**src/rtl/rsl_pkg.sv**
```systemverilog
package rsl_pkg;

   // ----------------------------------------------------------------
   // Clock and timing
   // ----------------------------------------------------------------
   localparam int CLK_FREQ_MHZ = 40;
   // Supply settle time after the detector says power is up
   localparam int PWR_STABLE_NS = 10000;
   localparam int PWR_STABLE_CYC = (PWR_STABLE_NS * CLK_FREQ_MHZ + 999) / 1000;
   // Oscillator warm-up time before the core clock is trusted
   localparam int WARMUP_NS = 50000;
   localparam int WARMUP_CYC = (WARMUP_NS * CLK_FREQ_MHZ + 999) / 1000;
   localparam int CNT_W = 12;

   // ----------------------------------------------------------------
   // Register indices (byte address is four times the index)
   // ----------------------------------------------------------------
   localparam int ADDR_W = 12;
   localparam logic [ADDR_W-1:0] IDX_PROGRAM_FLAGS = 12'h086;
   localparam logic [ADDR_W-1:0] IDX_IRQ_STATUS = 12'h087;
   localparam logic [ADDR_W-1:0] IDX_IRQ_ENABLE = 12'h088;
   localparam logic [ADDR_W-1:0] IDX_IRQ_CLEAR = 12'h089;

   // ----------------------------------------------------------------
   // Field positions of program_flags
   // ----------------------------------------------------------------
   localparam int FLD_CAUSE_HI = 7;
   localparam int FLD_CAUSE_LO = 6;
   localparam int FLD_HIGH_FLAG = 5;
   localparam int FLD_MID_FLAG = 4;
   localparam int FLD_ALU_HI = 2;

   // ----------------------------------------------------------------
   // Reset-cause codes and reset values
   // ----------------------------------------------------------------
   localparam logic [1:0] CAUSE_WATCHDOG = 2'h0;
   localparam logic [1:0] CAUSE_RESERVED = 2'h1;
   localparam logic [1:0] CAUSE_POWER = 2'h2;
   localparam logic [1:0] CAUSE_PIN = 2'h3;
   localparam logic [1:0] CAUSE_RST = CAUSE_POWER;
   localparam logic [2:0] ALU_FLAGS_RST = 3'h0;
   localparam logic [31:0] PC_ORIGIN = 32'h0000_0000;

   // ----------------------------------------------------------------
   // Interrupt status bits
   // ----------------------------------------------------------------
   localparam int IRQ_W = 3;
   localparam int IRQ_STARTED = 0;
   localparam int IRQ_MID_LOW = 1;
   localparam int IRQ_HIGH_LOW = 2;
   localparam logic [IRQ_W-1:0] IRQ_RST = 3'h0;

   // ----------------------------------------------------------------
   // Detector configuration option codes
   // ----------------------------------------------------------------
   localparam logic [1:0] OPT_LOW = 2'h0;
   localparam logic [1:0] OPT_MID = 2'h1;
   localparam logic [1:0] OPT_HIGH = 2'h2;
   localparam logic [1:0] OPT_MAX = 2'h3;

   // ----------------------------------------------------------------
   // Sequencer states
   // ----------------------------------------------------------------
   typedef enum logic [4:0] {
      ST_POWER_UP = 5'h01,
      ST_PIN_CHECK = 5'h02,
      ST_INIT = 5'h04,
      ST_WARMUP = 5'h08,
      ST_RUN = 5'h10
   } rsl_state_e;

endpackage

```
**src/rtl/rsl_delay_cnt.sv**
```systemverilog
module rsl_delay_cnt #(
   parameter int W = 12,
   parameter int COUNT = 400
) (
   // Clock and reset
   input wire logic clk_i,
   input wire logic rst_i,
   // Control
   input wire logic run_i,
   output logic done_o
);

   typedef struct packed {
      logic [W-1:0] cnt;
      logic done;
   } rsl_cnt_s;

   rsl_cnt_s r_reg;
   rsl_cnt_s r_next;

   // Restarts from zero whenever run drops, so a glitch on the
   // enabling condition always costs the full delay again
   always_comb begin
      r_next = r_reg;
      if (!run_i) begin
         r_next.cnt = '0;
         r_next.done = 1'b0;
      end else if (!r_reg.done) begin
         if (r_reg.cnt == W'(COUNT - 1)) begin
            r_next.done = 1'b1;
         end else begin
            r_next.cnt = r_reg.cnt + W'(1);
         end
      end
   end

   always_ff @(posedge clk_i) begin
      if (rst_i) begin
         r_reg <= '0;
      end else begin
         r_reg <= r_next;
      end
   end

   assign done_o = r_reg.done;

endmodule

```
**src/rtl/rsl_reset_ctrl.sv**
```systemverilog
// Notes on behaviour
// - Any reset halts core, clears registers, PC
// - Execution restarts at program address zero
// - Cause in flags bits 7:6; 00 watchdog
// - Power-on or detector reset records 10
// - Reset pin low records 11
// - Supply settle, pin, init, warm-up, run
// - Enabled pin held low keeps reset
// - Run only after warm-up and clock valid
// - Watchdog overflow: init, warm-up, restart
// - Enabled threshold crossing triggers system reset
// - Lowest threshold resets in every option
// - Middle resets high/max; top resets max
// - Bit 5 high-level flag, high option
// - Bit 4 mid-level flag, mid option
// - Low option: both flags held off
// - Detector reset clears both indicator flags
// - Pin resets only when option enables it
//
// Implementation choice: the APB interface to the registers.
module rsl_reset_ctrl #(
   parameter int PWR_CYC = rsl_pkg::PWR_STABLE_CYC,
   parameter int WARM_CYC = rsl_pkg::WARMUP_CYC,
   parameter int PC_W = 12
) (
   // Clock and reset
   input wire logic clk_i,
   input wire logic rst_i,
   // APB slave
   input wire logic psel_i,
   input wire logic penable_i,
   input wire logic pwrite_i,
   input wire logic [rsl_pkg::ADDR_W-1:0] paddr_i,
   input wire logic [31:0] pwdata_i,
   input wire logic [3:0] pstrb_i,
   output logic [31:0] prdata_o,
   output logic pready_o,
   output logic pslverr_o,
   // Supply comparators
   input wire logic supply_up_i,
   input wire logic vdd_below_2v0_i,
   input wire logic vdd_below_2v4_i,
   input wire logic vdd_below_3v6_i,
   input wire logic vdd_le_2v4_i,
   input wire logic vdd_le_3v6_i,
   // Factory configuration
   input wire logic [1:0] detector_opt_i,
   input wire logic reset_pin_en_i,
   // Watchdog, reset pin and oscillator
   input wire logic wdt_overflow_i,
   input wire logic reset_pin_i,
   input wire logic osc_ready_i,
   output logic osc_enable_o,
   // Core control
   output logic core_reset_o,
   output logic regs_init_o,
   output logic pc_load_o,
   output logic [PC_W-1:0] pc_start_o,
   output logic [1:0] reset_cause_o,
   output logic irq_o
);

   // ----------------------------------------------------------------
   // State
   // ----------------------------------------------------------------
   typedef struct packed {
      rsl_pkg::rsl_state_e st;
      logic [1:0] cause;
      logic [2:0] alu;
      logic mid_flag;
      logic high_flag;
      logic [rsl_pkg::IRQ_W-1:0] irq_stat;
      logic [rsl_pkg::IRQ_W-1:0] irq_en;
      logic [31:0] prdata;
      logic pslverr;
      logic regs_init;
      logic pc_load;
   } rsl_ctrl_s;

   rsl_ctrl_s r_reg;
   rsl_ctrl_s r_next;

   logic pwr_done;
   logic warm_done;
   logic lvd_trip;
   logic pin_trip;
   logic mid_now;
   logic high_now;
   logic rd_hit;
   logic wr_en;
   logic [7:0] flags_val;
   logic [31:0] rd_word;
   logic wr_flags;
   logic wr_irq_en;
   logic wr_irq_clr;
   logic [rsl_pkg::IRQ_W-1:0] irq_set;

   // ----------------------------------------------------------------
   // Address decode
   // ----------------------------------------------------------------
   function automatic logic reg_sel(input logic [rsl_pkg::ADDR_W-1:0] a,
                                    input logic [rsl_pkg::ADDR_W-1:0] idx);
      reg_sel = (a == rsl_pkg::ADDR_W'({idx, 2'b00}));
   endfunction

   // ----------------------------------------------------------------
   // Option decode
   // ----------------------------------------------------------------
   // Reset and flag duties of the comparators follow different options
   function automatic logic mid_resets(input logic [1:0] opt);
      mid_resets = (opt == rsl_pkg::OPT_HIGH) || (opt == rsl_pkg::OPT_MAX);
   endfunction

   function automatic logic top_resets(input logic [1:0] opt);
      top_resets = (opt == rsl_pkg::OPT_MAX);
   endfunction

   // Each indicator flag lives in exactly one option
   function automatic logic mid_flag_on(input logic [1:0] opt);
      mid_flag_on = (opt == rsl_pkg::OPT_MID);
   endfunction

   function automatic logic high_flag_on(input logic [1:0] opt);
      high_flag_on = (opt == rsl_pkg::OPT_HIGH);
   endfunction

   // ----------------------------------------------------------------
   // Delay counters
   // ----------------------------------------------------------------
   rsl_delay_cnt #(
      .W(rsl_pkg::CNT_W),
      .COUNT(PWR_CYC)
   ) u_pwr_cnt (
      .clk_i(clk_i),
      .rst_i(rst_i),
      .run_i(r_reg.st == rsl_pkg::ST_POWER_UP && supply_up_i && !lvd_trip),
      .done_o(pwr_done)
   );

   rsl_delay_cnt #(
      .W(rsl_pkg::CNT_W),
      .COUNT(WARM_CYC)
   ) u_warm_cnt (
      .clk_i(clk_i),
      .rst_i(rst_i),
      .run_i(r_reg.st == rsl_pkg::ST_WARMUP),
      .done_o(warm_done)
   );

   // ----------------------------------------------------------------
   // Reset sources and level indicators
   // ----------------------------------------------------------------
   always_comb begin
      lvd_trip = vdd_below_2v0_i;
      if (mid_resets(detector_opt_i)) begin
         lvd_trip = lvd_trip | vdd_below_2v4_i;
      end
      if (top_resets(detector_opt_i)) begin
         lvd_trip = lvd_trip | vdd_below_3v6_i;
      end
   end

   // With the option off the pin is a plain input and never resets
   assign pin_trip = reset_pin_en_i && !reset_pin_i;

   // Low option enables neither flag
   assign mid_now = mid_flag_on(detector_opt_i) && vdd_le_2v4_i;
   assign high_now = high_flag_on(detector_opt_i) && vdd_le_3v6_i;

   // ----------------------------------------------------------------
   // Interrupt events
   // ----------------------------------------------------------------
   // Edge of the flag, not its level, so a low supply that lingers
   // does not refill the status bit right after software clears it
   always_comb begin
      irq_set = '0;
      if (r_reg.st == rsl_pkg::ST_RUN) begin
         irq_set[rsl_pkg::IRQ_MID_LOW] = mid_now && !r_reg.mid_flag;
         irq_set[rsl_pkg::IRQ_HIGH_LOW] = high_now && !r_reg.high_flag;
      end
   end

   // ----------------------------------------------------------------
   // APB access
   // ----------------------------------------------------------------
   assign rd_hit = reg_sel(paddr_i, rsl_pkg::IDX_PROGRAM_FLAGS)
      || reg_sel(paddr_i, rsl_pkg::IDX_IRQ_STATUS)
      || reg_sel(paddr_i, rsl_pkg::IDX_IRQ_ENABLE)
      || reg_sel(paddr_i, rsl_pkg::IDX_IRQ_CLEAR);
   // Every register bit sits in byte lane 0, so a write without it is dropped
   assign wr_en = psel_i && penable_i && pwrite_i && pstrb_i[0];

   // ----------------------------------------------------------------
   // Write decode
   // ----------------------------------------------------------------
   assign wr_flags = wr_en && reg_sel(paddr_i, rsl_pkg::IDX_PROGRAM_FLAGS);
   assign wr_irq_en = wr_en && reg_sel(paddr_i, rsl_pkg::IDX_IRQ_ENABLE);
   assign wr_irq_clr = wr_en && reg_sel(paddr_i, rsl_pkg::IDX_IRQ_CLEAR);

   // ----------------------------------------------------------------
   // Read data
   // ----------------------------------------------------------------
   assign flags_val = {r_reg.cause, r_reg.high_flag, r_reg.mid_flag, 1'b0, r_reg.alu};

   // Unmapped and write-only words read as zero
   always_comb begin
      rd_word = '0;
      if (reg_sel(paddr_i, rsl_pkg::IDX_PROGRAM_FLAGS)) begin
         rd_word[7:0] = flags_val;
      end
      if (reg_sel(paddr_i, rsl_pkg::IDX_IRQ_STATUS)) begin
         rd_word[rsl_pkg::IRQ_W-1:0] = r_reg.irq_stat;
      end
      if (reg_sel(paddr_i, rsl_pkg::IDX_IRQ_ENABLE)) begin
         rd_word[rsl_pkg::IRQ_W-1:0] = r_reg.irq_en;
      end
   end

   // ----------------------------------------------------------------
   // Next state
   // ----------------------------------------------------------------
   always_comb begin
      r_next = r_reg;
      r_next.regs_init = 1'b0;
      r_next.pc_load = 1'b0;

      // Read data is captured in the setup cycle so it leaves a flop
      if (psel_i && !penable_i) begin
         r_next.prdata = rd_word;
         r_next.pslverr = !rd_hit;
      end

      // Software writes
      if (wr_flags) begin
         r_next.alu = pwdata_i[rsl_pkg::FLD_ALU_HI:0];
         // A write of the reserved code is dropped
         if (pwdata_i[rsl_pkg::FLD_CAUSE_HI:rsl_pkg::FLD_CAUSE_LO] != rsl_pkg::CAUSE_RESERVED) begin
            r_next.cause = pwdata_i[rsl_pkg::FLD_CAUSE_HI:rsl_pkg::FLD_CAUSE_LO];
         end
      end
      if (wr_irq_en) begin
         r_next.irq_en = pwdata_i[rsl_pkg::IRQ_W-1:0];
      end
      if (wr_irq_clr) begin
         r_next.irq_stat = r_reg.irq_stat & ~pwdata_i[rsl_pkg::IRQ_W-1:0];
      end

      // Level indicators only live while the program runs
      if (r_reg.st == rsl_pkg::ST_RUN) begin
         r_next.mid_flag = mid_now;
         r_next.high_flag = high_now;
      end else begin
         r_next.mid_flag = 1'b0;
         r_next.high_flag = 1'b0;
      end

      // Events set after the clear so a same-cycle set wins
      r_next.irq_stat = r_next.irq_stat | irq_set;

      // Reset sequencer; sources in priority order
      if (lvd_trip) begin
         if (r_reg.st != rsl_pkg::ST_POWER_UP) begin
            r_next.cause = rsl_pkg::CAUSE_POWER;
         end
         r_next.st = rsl_pkg::ST_POWER_UP;
      end else if (pin_trip && r_reg.st != rsl_pkg::ST_POWER_UP
                   && r_reg.st != rsl_pkg::ST_PIN_CHECK) begin
         r_next.cause = rsl_pkg::CAUSE_PIN;
         r_next.st = rsl_pkg::ST_PIN_CHECK;
      end else if (wdt_overflow_i && r_reg.st == rsl_pkg::ST_RUN) begin
         r_next.cause = rsl_pkg::CAUSE_WATCHDOG;
         r_next.st = rsl_pkg::ST_INIT;
      end else begin
         unique case (r_reg.st)
            rsl_pkg::ST_POWER_UP: begin
               if (pwr_done) begin
                  r_next.st = rsl_pkg::ST_PIN_CHECK;
               end
            end
            rsl_pkg::ST_PIN_CHECK: begin
               if (!pin_trip) begin
                  r_next.st = rsl_pkg::ST_INIT;
               end
            end
            rsl_pkg::ST_INIT: begin
               // Cause survives init so software can branch on it
               r_next.regs_init = 1'b1;
               r_next.alu = rsl_pkg::ALU_FLAGS_RST;
               r_next.irq_stat = rsl_pkg::IRQ_RST;
               r_next.irq_en = rsl_pkg::IRQ_RST;
               r_next.st = rsl_pkg::ST_WARMUP;
            end
            rsl_pkg::ST_WARMUP: begin
               if (warm_done && osc_ready_i) begin
                  r_next.pc_load = 1'b1;
                  r_next.irq_stat[rsl_pkg::IRQ_STARTED] = 1'b1;
                  r_next.st = rsl_pkg::ST_RUN;
               end
            end
            rsl_pkg::ST_RUN: begin
               r_next.st = rsl_pkg::ST_RUN;
            end
            default: begin
               r_next.st = rsl_pkg::ST_POWER_UP;
            end
         endcase
      end
   end

   // ----------------------------------------------------------------
   // Registers
   // ----------------------------------------------------------------
   always_ff @(posedge clk_i) begin
      if (rst_i) begin
         r_reg.st <= rsl_pkg::ST_POWER_UP;
         r_reg.cause <= rsl_pkg::CAUSE_RST;
         r_reg.alu <= rsl_pkg::ALU_FLAGS_RST;
         r_reg.mid_flag <= 1'b0;
         r_reg.high_flag <= 1'b0;
         r_reg.irq_stat <= rsl_pkg::IRQ_RST;
         r_reg.irq_en <= rsl_pkg::IRQ_RST;
         r_reg.prdata <= '0;
         r_reg.pslverr <= 1'b0;
         r_reg.regs_init <= 1'b0;
         r_reg.pc_load <= 1'b0;
      end else begin
         r_reg <= r_next;
      end
   end

   // ----------------------------------------------------------------
   // Outputs
   // ----------------------------------------------------------------
   assign prdata_o = r_reg.prdata;
   // Always ready: every register answers in the access cycle
   assign pready_o = 1'b1;
   assign pslverr_o = psel_i && penable_i && r_reg.pslverr;
   assign core_reset_o = (r_reg.st != rsl_pkg::ST_RUN);
   assign regs_init_o = r_reg.regs_init;
   assign pc_load_o = r_reg.pc_load;
   assign pc_start_o = rsl_pkg::PC_ORIGIN[PC_W-1:0];
   assign osc_enable_o = (r_reg.st == rsl_pkg::ST_WARMUP) || (r_reg.st == rsl_pkg::ST_RUN);
   assign reset_cause_o = r_reg.cause;
   // Level output; it drops as soon as software clears or masks the bit
   assign irq_o = |(r_reg.irq_stat & r_reg.irq_en);

endmodule

```
**config.mk**
```make
export PLATFORM = sky130hd
export DESIGN_NAME = rsl_reset_ctrl
export DESIGN_NICKNAME = d
export VERILOG_FILES = /design/src/rtl/rsl_pkg.sv /design/src/rtl/rsl_delay_cnt.sv /design/src/rtl/rsl_reset_ctrl.sv
export SDC_FILE = /design/constraint.sdc
export NUM_CORES = 1
export LEC_CHECK = 0
export BUFFER_PORTS_ARGS = -buffer_cell sky130_fd_sc_hd__buf_2
export CORE_ASPECT_RATIO = 1.5
export CORE_MARGIN = 5
export CORE_UTILIZATION = 25
export CTS_CLUSTER_SIZE = 24
export DETAILED_ROUTE_END_ITERATION = 16
export GPL_ROUTABILITY_DRIVEN = 0
export PLACE_DENSITY = 0.46
export SKIP_LAST_GASP = 1
export SLEW_MARGIN = 10
export SYNTH_ARGS = -nofsm -noshare
export SYNTH_HDL_FRONTEND = slang
export SYNTH_SLANG_ARGS = --single-unit
```
**constraint.sdc**
```tcl
create_clock -name clk_i -period 1.99 [get_ports clk_i]
set_clock_uncertainty 0.2 [all_clocks]
set_input_delay 0.597 -clock clk_i [delete_from_list [all_inputs] [get_ports clk_i]]
set_output_delay 0.597 -clock clk_i [all_outputs]
set_load 0.02 [all_outputs]
```
==> impl_metrics.toml, run 1 <==
[cts]
cts_tree = "done"
clkSlewWorstSetupHoldPaths_ns = 0.07
cts_num_sinks = 54
cts_buffers = 5
cts.path.max_buffers = 2
cts_root_buf = "sky130_fd_sc_hd__clkbuf_16"
cts_htree_levels = 2
worstSkewPairLatency_ns = 0.29

[die]
top_level_ports = 118
start_util = 0.252
coreArea_mm2 = 0.0114
die_y_um = 141
fp.dieArea_mm2 = 0.0138
chipWidth_um = 97.6
row_count = 48

[timing]
min_period_ns = 2.21
final-hold-violation-count = 0
hold_ws_ns = 0.289
min_period_over_period = 1.11
max_clock_freq_mhz = 453
grt_setup_unrepaired = "yes"
slew_violations = 0
setup_ws_ns = -0.216
setup_viol_count_final = 3

[setup_path]
worst_ep_required_time_ns = 1.19
rr_endpoint = "u_pwr_cnt.r_reg[10]"
critical_path.startpoint_type = "flip-flop"
path_class = "flip-flop to primary output"
r2r_start = "u_pwr_cnt.r_reg[1]"
cp.arrival_ns = 1.41
critical_path.endpoint_type = "primary output"
r2r.worst_path.cells = 6
crit_fanout = 3
rrSetupSlack_ns = 0.08

[global_routing]
antenna_found_initial = 0
global_route_wire_length_before_repair_um = 11400
grt_remaining_overflow = 0
grt_start_max_net_pins = 17
grt_util_all_layers = 0.100
grt_pass1_vias = 2416

[finish]
fraction_of_final_layout_cells_sized_beyond_drive_strength_1 = 0.284
antenna_cells_inserted = 0
layout.cells.non_filler = 551
area_overhead_vs_synth_pct = 24.5
layout.cell_area.non_filler_mm2 = 0.00358
num-fill-cells = 1238
post-route-util = 0.314
final_nets = 467

[routing]
routed_wire_length_um = 6850
via_count = 2403
first_iter_violations = 116
routedWlPerCell_um = 12.4
drcViolationCount = 0
ant_nets = 0
detail_route.vias_per_cell = 4.36
drt-pass1-iter-count = 4

[synthesis]
synth_sequential_area_ratio = 0.375
syn_inst = 327
post-synth-top-area-fraction = 0.375
post-synth-top-area-cell = "sky130_fd_sc_hd__dfxtp_1"
synth_area_leaders = "sky130_fd_sc_hd__dfxtp_1 (38%), sky130_fd_sc_hd__buf_4 (12%), sky130_fd_sc_hd__nor2_1 (6.5%), sky130_fd_sc_hd__xor2_1 (3.7%), sky130_fd_sc_hd__xnor2_1 (3.3%)"
synthesis.area_mm2 = 0.00288
ffs_w_async_s_r_synth = 0
warnings_from_yosys = 0
yosysUniqueCellTypes = 49
ys_ff_latch = 54
ys.flop_type = "sky130_fd_sc_hd__dfxtp_1"
avgSynthCellArea_um2 = 8.80
synth_edf_count = 0

[hold_path]
hold_path_class = "flip-flop to flip-flop"
hold_crit_depth = 2
timing.hold.worst_endpoint = "r_reg[2]"
hp-start = "r_reg[2]"

[placed_design]
dp_cells = 539
placement.io_buffers = 49
placement.cell_area_mm2 = 0.00330
dp_hpwl_um = 5410

[power]
post-layout-total-power_mw = 2.27
powerDensity_mw_per_mm2 = 632
vdd_drop_max_mv = 0.413
leakagePower_nw = 1.51

[outcome]
status = "finished with violations"
failed_checks = "setup timing"

[flow_run]
max-cap-violations = 0
==> critical path, cell delays in order (launching register included) <==
cell and delay (ns):
sky130_fd_sc_hd__dfxtp_2 0.35, sky130_fd_sc_hd__nor4_4 0.35, sky130_fd_sc_hd__and2_4 0.22, sky130_fd_sc_hd__nor2b_4 0.04, sky130_fd_sc_hd__inv_2 0.05, sky130_fd_sc_hd__buf_6 0.11
==> report_power, final <==
part	total [mW]	switching (mW)	internal (mW)
Combinational	0.188	0.130	0.0573
Sequential	1.09	0.00288	1.09
Clock	0.990	0.395	0.595
==> layer usage <==
layer	GRT usage	part of all wire	wire length, um	vias to the layer above
met1	0.109	0.40	2720	1105
li1	-	-	-	1205
met4	0.0357	0.021	146	0
met5	0	0	0	-
met2	0.184	0.52	3590	79
met3	0.0275	0.058	395	14
==> cells in the final DEF, fill, tap and decap left out, drive strengths merged, types with 3 or more instances in the layout <==
cell type,count
and3,9
or4,3
a21bo,3
nand3,9
nor4,6
nor2,50
a22o,3
nor3,16
nand2b,5
and2,4
dfxtp,54
a21oi,9
nand2,17
xor2,12
nand4,7
buf,82
nand4b,3
clkbuf,6
inv,3
nand3b,5
nor2b,3
conb,38
a22oi,4
xnor2,11
a221oi,3
mux2i,7
==> kinds of logic after synthesis <==
group                      synth area share
and+or+nand+nor                       0.286
buffers and inverters                 0.133
DFF                                   0.375
AOI/OAI and AO/OA                    0.0995
xor gates and xnor gates             0.0700
muxes                                0.0243
adders and majority gates           0.00869
other                               0.00261
==> cell usage after synthesis, types with 7 or more instances <==
library cell              number
sky130_fd_sc_hd__nor3_1       12
sky130_fd_sc_hd__xnor2_1      11
sky130_fd_sc_hd__buf_4        47
sky130_fd_sc_hd__a21oi_1       9
sky130_fd_sc_hd__nand4_1       7
sky130_fd_sc_hd__xor2_1       12
sky130_fd_sc_hd__and3_1        9
sky130_fd_sc_hd__nand3_1       9
sky130_fd_sc_hd__dfxtp_1      54
sky130_fd_sc_hd__nand2_1      17
sky130_fd_sc_hd__nor2_1       50
sky130_fd_sc_hd__mux2i_1       7
==> per-stage QoR <==
stage	worst slack, ns	setup TNS (ns)
after floorplan	-0.0356	-0.0356
after global placement	-0.226	-2.27
after detailed placement	-0.234	-2.34
after CTS	-0.228	-0.431
after global routing	-0.322	-0.838
final	-0.216	-0.404
==> timing repair <==
action	in CTS	in global routing
resized for setup	16	7
hold buffers	0	0
setup buffers	3	1
setup endpoints to repair	3	8
pin swaps	3	3
cloned	0	0
==> worst max-delay path by stage <==
stage / start / endpoint / slack (ns) / cells after the start
5_1_grt: r_reg[48] / osc_enable_o / -0.32 / 6
2_1_floorplan: paddr_i[8] / reset_cause_o[0] / -0.04 / 5
6_report: r_reg[48] / osc_enable_o / -0.22 / 5
3_3_place_gp: paddr_i[8] / reset_cause_o[0] / -0.23 / 6
4_1_cts: r_reg[49] / osc_enable_o / -0.23 / 6
3_5_place_dp: paddr_i[8] / reset_cause_o[0] / -0.23 / 6
==> final cells by class <==
type	instances	area, um^2	share of cell area
Sequential cell	54	1090	0.303
Multi-Input combinational cell	254	1610	0.449
Timing Repair Buffer	82	523	0.146
Inverter	3	11.3	0.00314
Clock inverter	2	37.5	0.0105
Tap cell	150	188	0.0524
Clock buffer	6	129	0.0360
(Power assumes the default switching activity.)
==> run 2, diff against run 1 <==
Settings changed: PLACE_DENSITY 0.46 to 0.6.
==> run 2 against run 1 <==
Against the previous run: sequential share of layout area grew 0.11 points; cell count is the same; routed wire length shrank 2.6%; critical endpoint unchanged; final area shrank 0.24%; the run still ends with setup timing left.
==> impl_metrics.toml, run 2 (same netlist as run 1, synthesis figures left out) <==
[outcome]
status = "finished with violations"
failed_checks = "setup timing"

[die]
coreArea_mm2 = 0.0114
start_util = 0.252
chipWidth_um = 97.6
row_count = 48
top_level_ports = 118
die_y_um = 141
fp.dieArea_mm2 = 0.0138

[timing]
setup_ws_ns = -0.150
max_clock_freq_mhz = 467
setup_viol_count_final = 3
hold_ws_ns = 0.295
min_period_ns = 2.14
slew_violations = 0
final-hold-violation-count = 0
min_period_over_period = 1.08
grt_setup_unrepaired = "yes"

[global_routing]
grt_util_all_layers = 0.0956
grt_start_max_net_pins = 17
grt_pass1_vias = 2424
grt_remaining_overflow = 0
antenna_found_initial = 0
global_route_wire_length_before_repair_um = 11000

[power]
vdd_drop_max_mv = 0.300
powerDensity_mw_per_mm2 = 615
leakagePower_nw = 1.52

[cts]
cts_root_buf = "sky130_fd_sc_hd__clkbuf_16"
cts.path.max_buffers = 2
clkSlewWorstSetupHoldPaths_ns = 0.07
cts_num_sinks = 54
cts_htree_levels = 2
worstSkewPairLatency_ns = 0.29
cts_buffers = 5
cts_tree = "done"

[setup_path]
rr_endpoint = "r_reg[39]"
cp.arrival_ns = 1.34
crit_buf_inv = 2
rrSetupSlack_ns = 0.10
timing.critical_path.slowest_cell_delay_ns = 0.34
path_class = "flip-flop to primary output"
worstSetupPathDepth = 5
crit_path_cell_trace = "nor4_4 -> and2_4 -> nor2b_4 -> inv_2 -> buf_6"
worst_ep_required_time_ns = 1.19
crit_slowest_cell = "sky130_fd_sc_hd__dfxtp_2"
critical_path.endpoint_type = "primary output"
crit_fanout = 2
r2r.worst_path.cells = 7
r2r_start = "r_reg[49]"
cpLargestDelayFamily = "simple AND/OR/NAND/NOR gates"
critical_path.startpoint_type = "flip-flop"

[routing]
via_count = 2458
routedWlPerCell_um = 12.1
drt-pass1-iter-count = 4
ant_nets = 0
detail_route.vias_per_cell = 4.46
routed_wire_length_um = 6670
drcViolationCount = 0
first_iter_violations = 120

[hold_path]
timing.hold.worst_endpoint = "u_pwr_cnt.r_reg[2]"
hp-start = "u_pwr_cnt.r_reg[2]"
hold_path_class = "flip-flop to flip-flop"
hold_crit_depth = 2

[finish]
layout.cells.most_common_list = "sky130_fd_sc_hd__nor2_1 (49), sky130_fd_sc_hd__dfxtp_1 (49), sky130_fd_sc_hd__buf_2 (46), sky130_fd_sc_hd__conb_1 (38), sky130_fd_sc_hd__buf_4 (31)"
final_nets = 467
fraction_of_final_layout_cells_sized_beyond_drive_strength_1 = 0.289
antenna_cells_inserted = 0
layout.cell_area.non_filler_mm2 = 0.00358
area_overhead_vs_synth_pct = 24.2

[placed_design]
placement.io_buffers = 49
dp_hpwl_um = 5300
placement.cell_area_mm2 = 0.00328

[flow_run]
max-cap-violations = 0
## run 2: cell count changes in the layout (fill, tap and decap cells not counted), sizes merged
| cell | delta |
|---|---|
| bufinv | -1 |
| clkbuf | +1 |
| clkinv | +1 |
| clkinvlp | -1 |
## run 2: timing repair
item | 4_1_cts | 5_1_grt
endpoints found under the setup margin | 3 | 10
hold buffers | 0 | 0
gates cloned | 0 | 0
pin swaps | 4 | 3
setup buffers | 5 | 2
gates resized for setup | 17 | 5
## run 2: tightest hold or removal path, cell delays in order (launching register included)
cell and delay [ns]:
sky130_fd_sc_hd__dfxtp_1 0.33, sky130_fd_sc_hd__nand2_1 0.06, sky130_fd_sc_hd__a21oi_1 0.06
## run 2: how the worst max path moves through the flow
| stage | to | startpoint |
|---|---|---|
| CTS | osc_enable_o | r_reg[52] |
| global placement | flags_val[0] | paddr_i[7] |
| finish | osc_enable_o | r_reg[52] |
| floorplan | reset_cause_o[0] | paddr_i[8] |
| global route | osc_enable_o | r_reg[49] |
| detailed placement | flags_val[0] | paddr_i[7] |
## run 2: power by group
part           internal (mW)  switching (mW)  leakage, nW
clock                  0.538           0.382       0.0801
combinational         0.0593           0.131         1.00
sequential              1.09         0.00268        0.437
total                   1.68           0.516         1.52
## run 2: layout make-up
| type | count | area (um^2) |
|---|---|---|
| multi-input cells | 254 | 1610 |
| repair buffers | 82 | 519 |
| flip-flops and latches | 54 | 1090 |
| inverters | 3 | 11.3 |
| clock buffers | 7 | 153 |
| clock inverters | 1 | 8.76 |
| fillers | 1215 | 7840 |
| well taps | 150 | 188 |
## run 2: per-stage QoR
| stage | setup WS (ns) | instances | utilization | TNS, ns | total power, mW |
|---|---|---|---|---|---|
| after floorplan | -0.0356 | 363 | - | -0.0356 | 1.29 |
| after global placement | -0.226 | 536 | 0.288 | -2.35 | 1.30 |
| after detailed placement | -0.246 | 536 | 0.288 | -2.61 | 1.30 |
| after CTS | -0.161 | 549 | 0.310 | -0.232 | 2.22 |
| after global routing | -0.219 | 551 | 0.313 | -0.445 | 2.29 |
| final | -0.150 | 551 | 0.313 | -0.224 | 2.20 |
## run 2: routing by layer
metal | wire length [um] | global-route usage | vias to the layer above | part of all wire
met3 | 524 | 0.0290 | 12 | 0.079
met2 | 3570 | 0.182 | 96 | 0.53
li1 | - | - | 1215 | -
met5 | 0 | 0 | - | 0
met4 | 131 | 0.0372 | 0 | 0.020
met1 | 2450 | 0.0962 | 1135 | 0.37
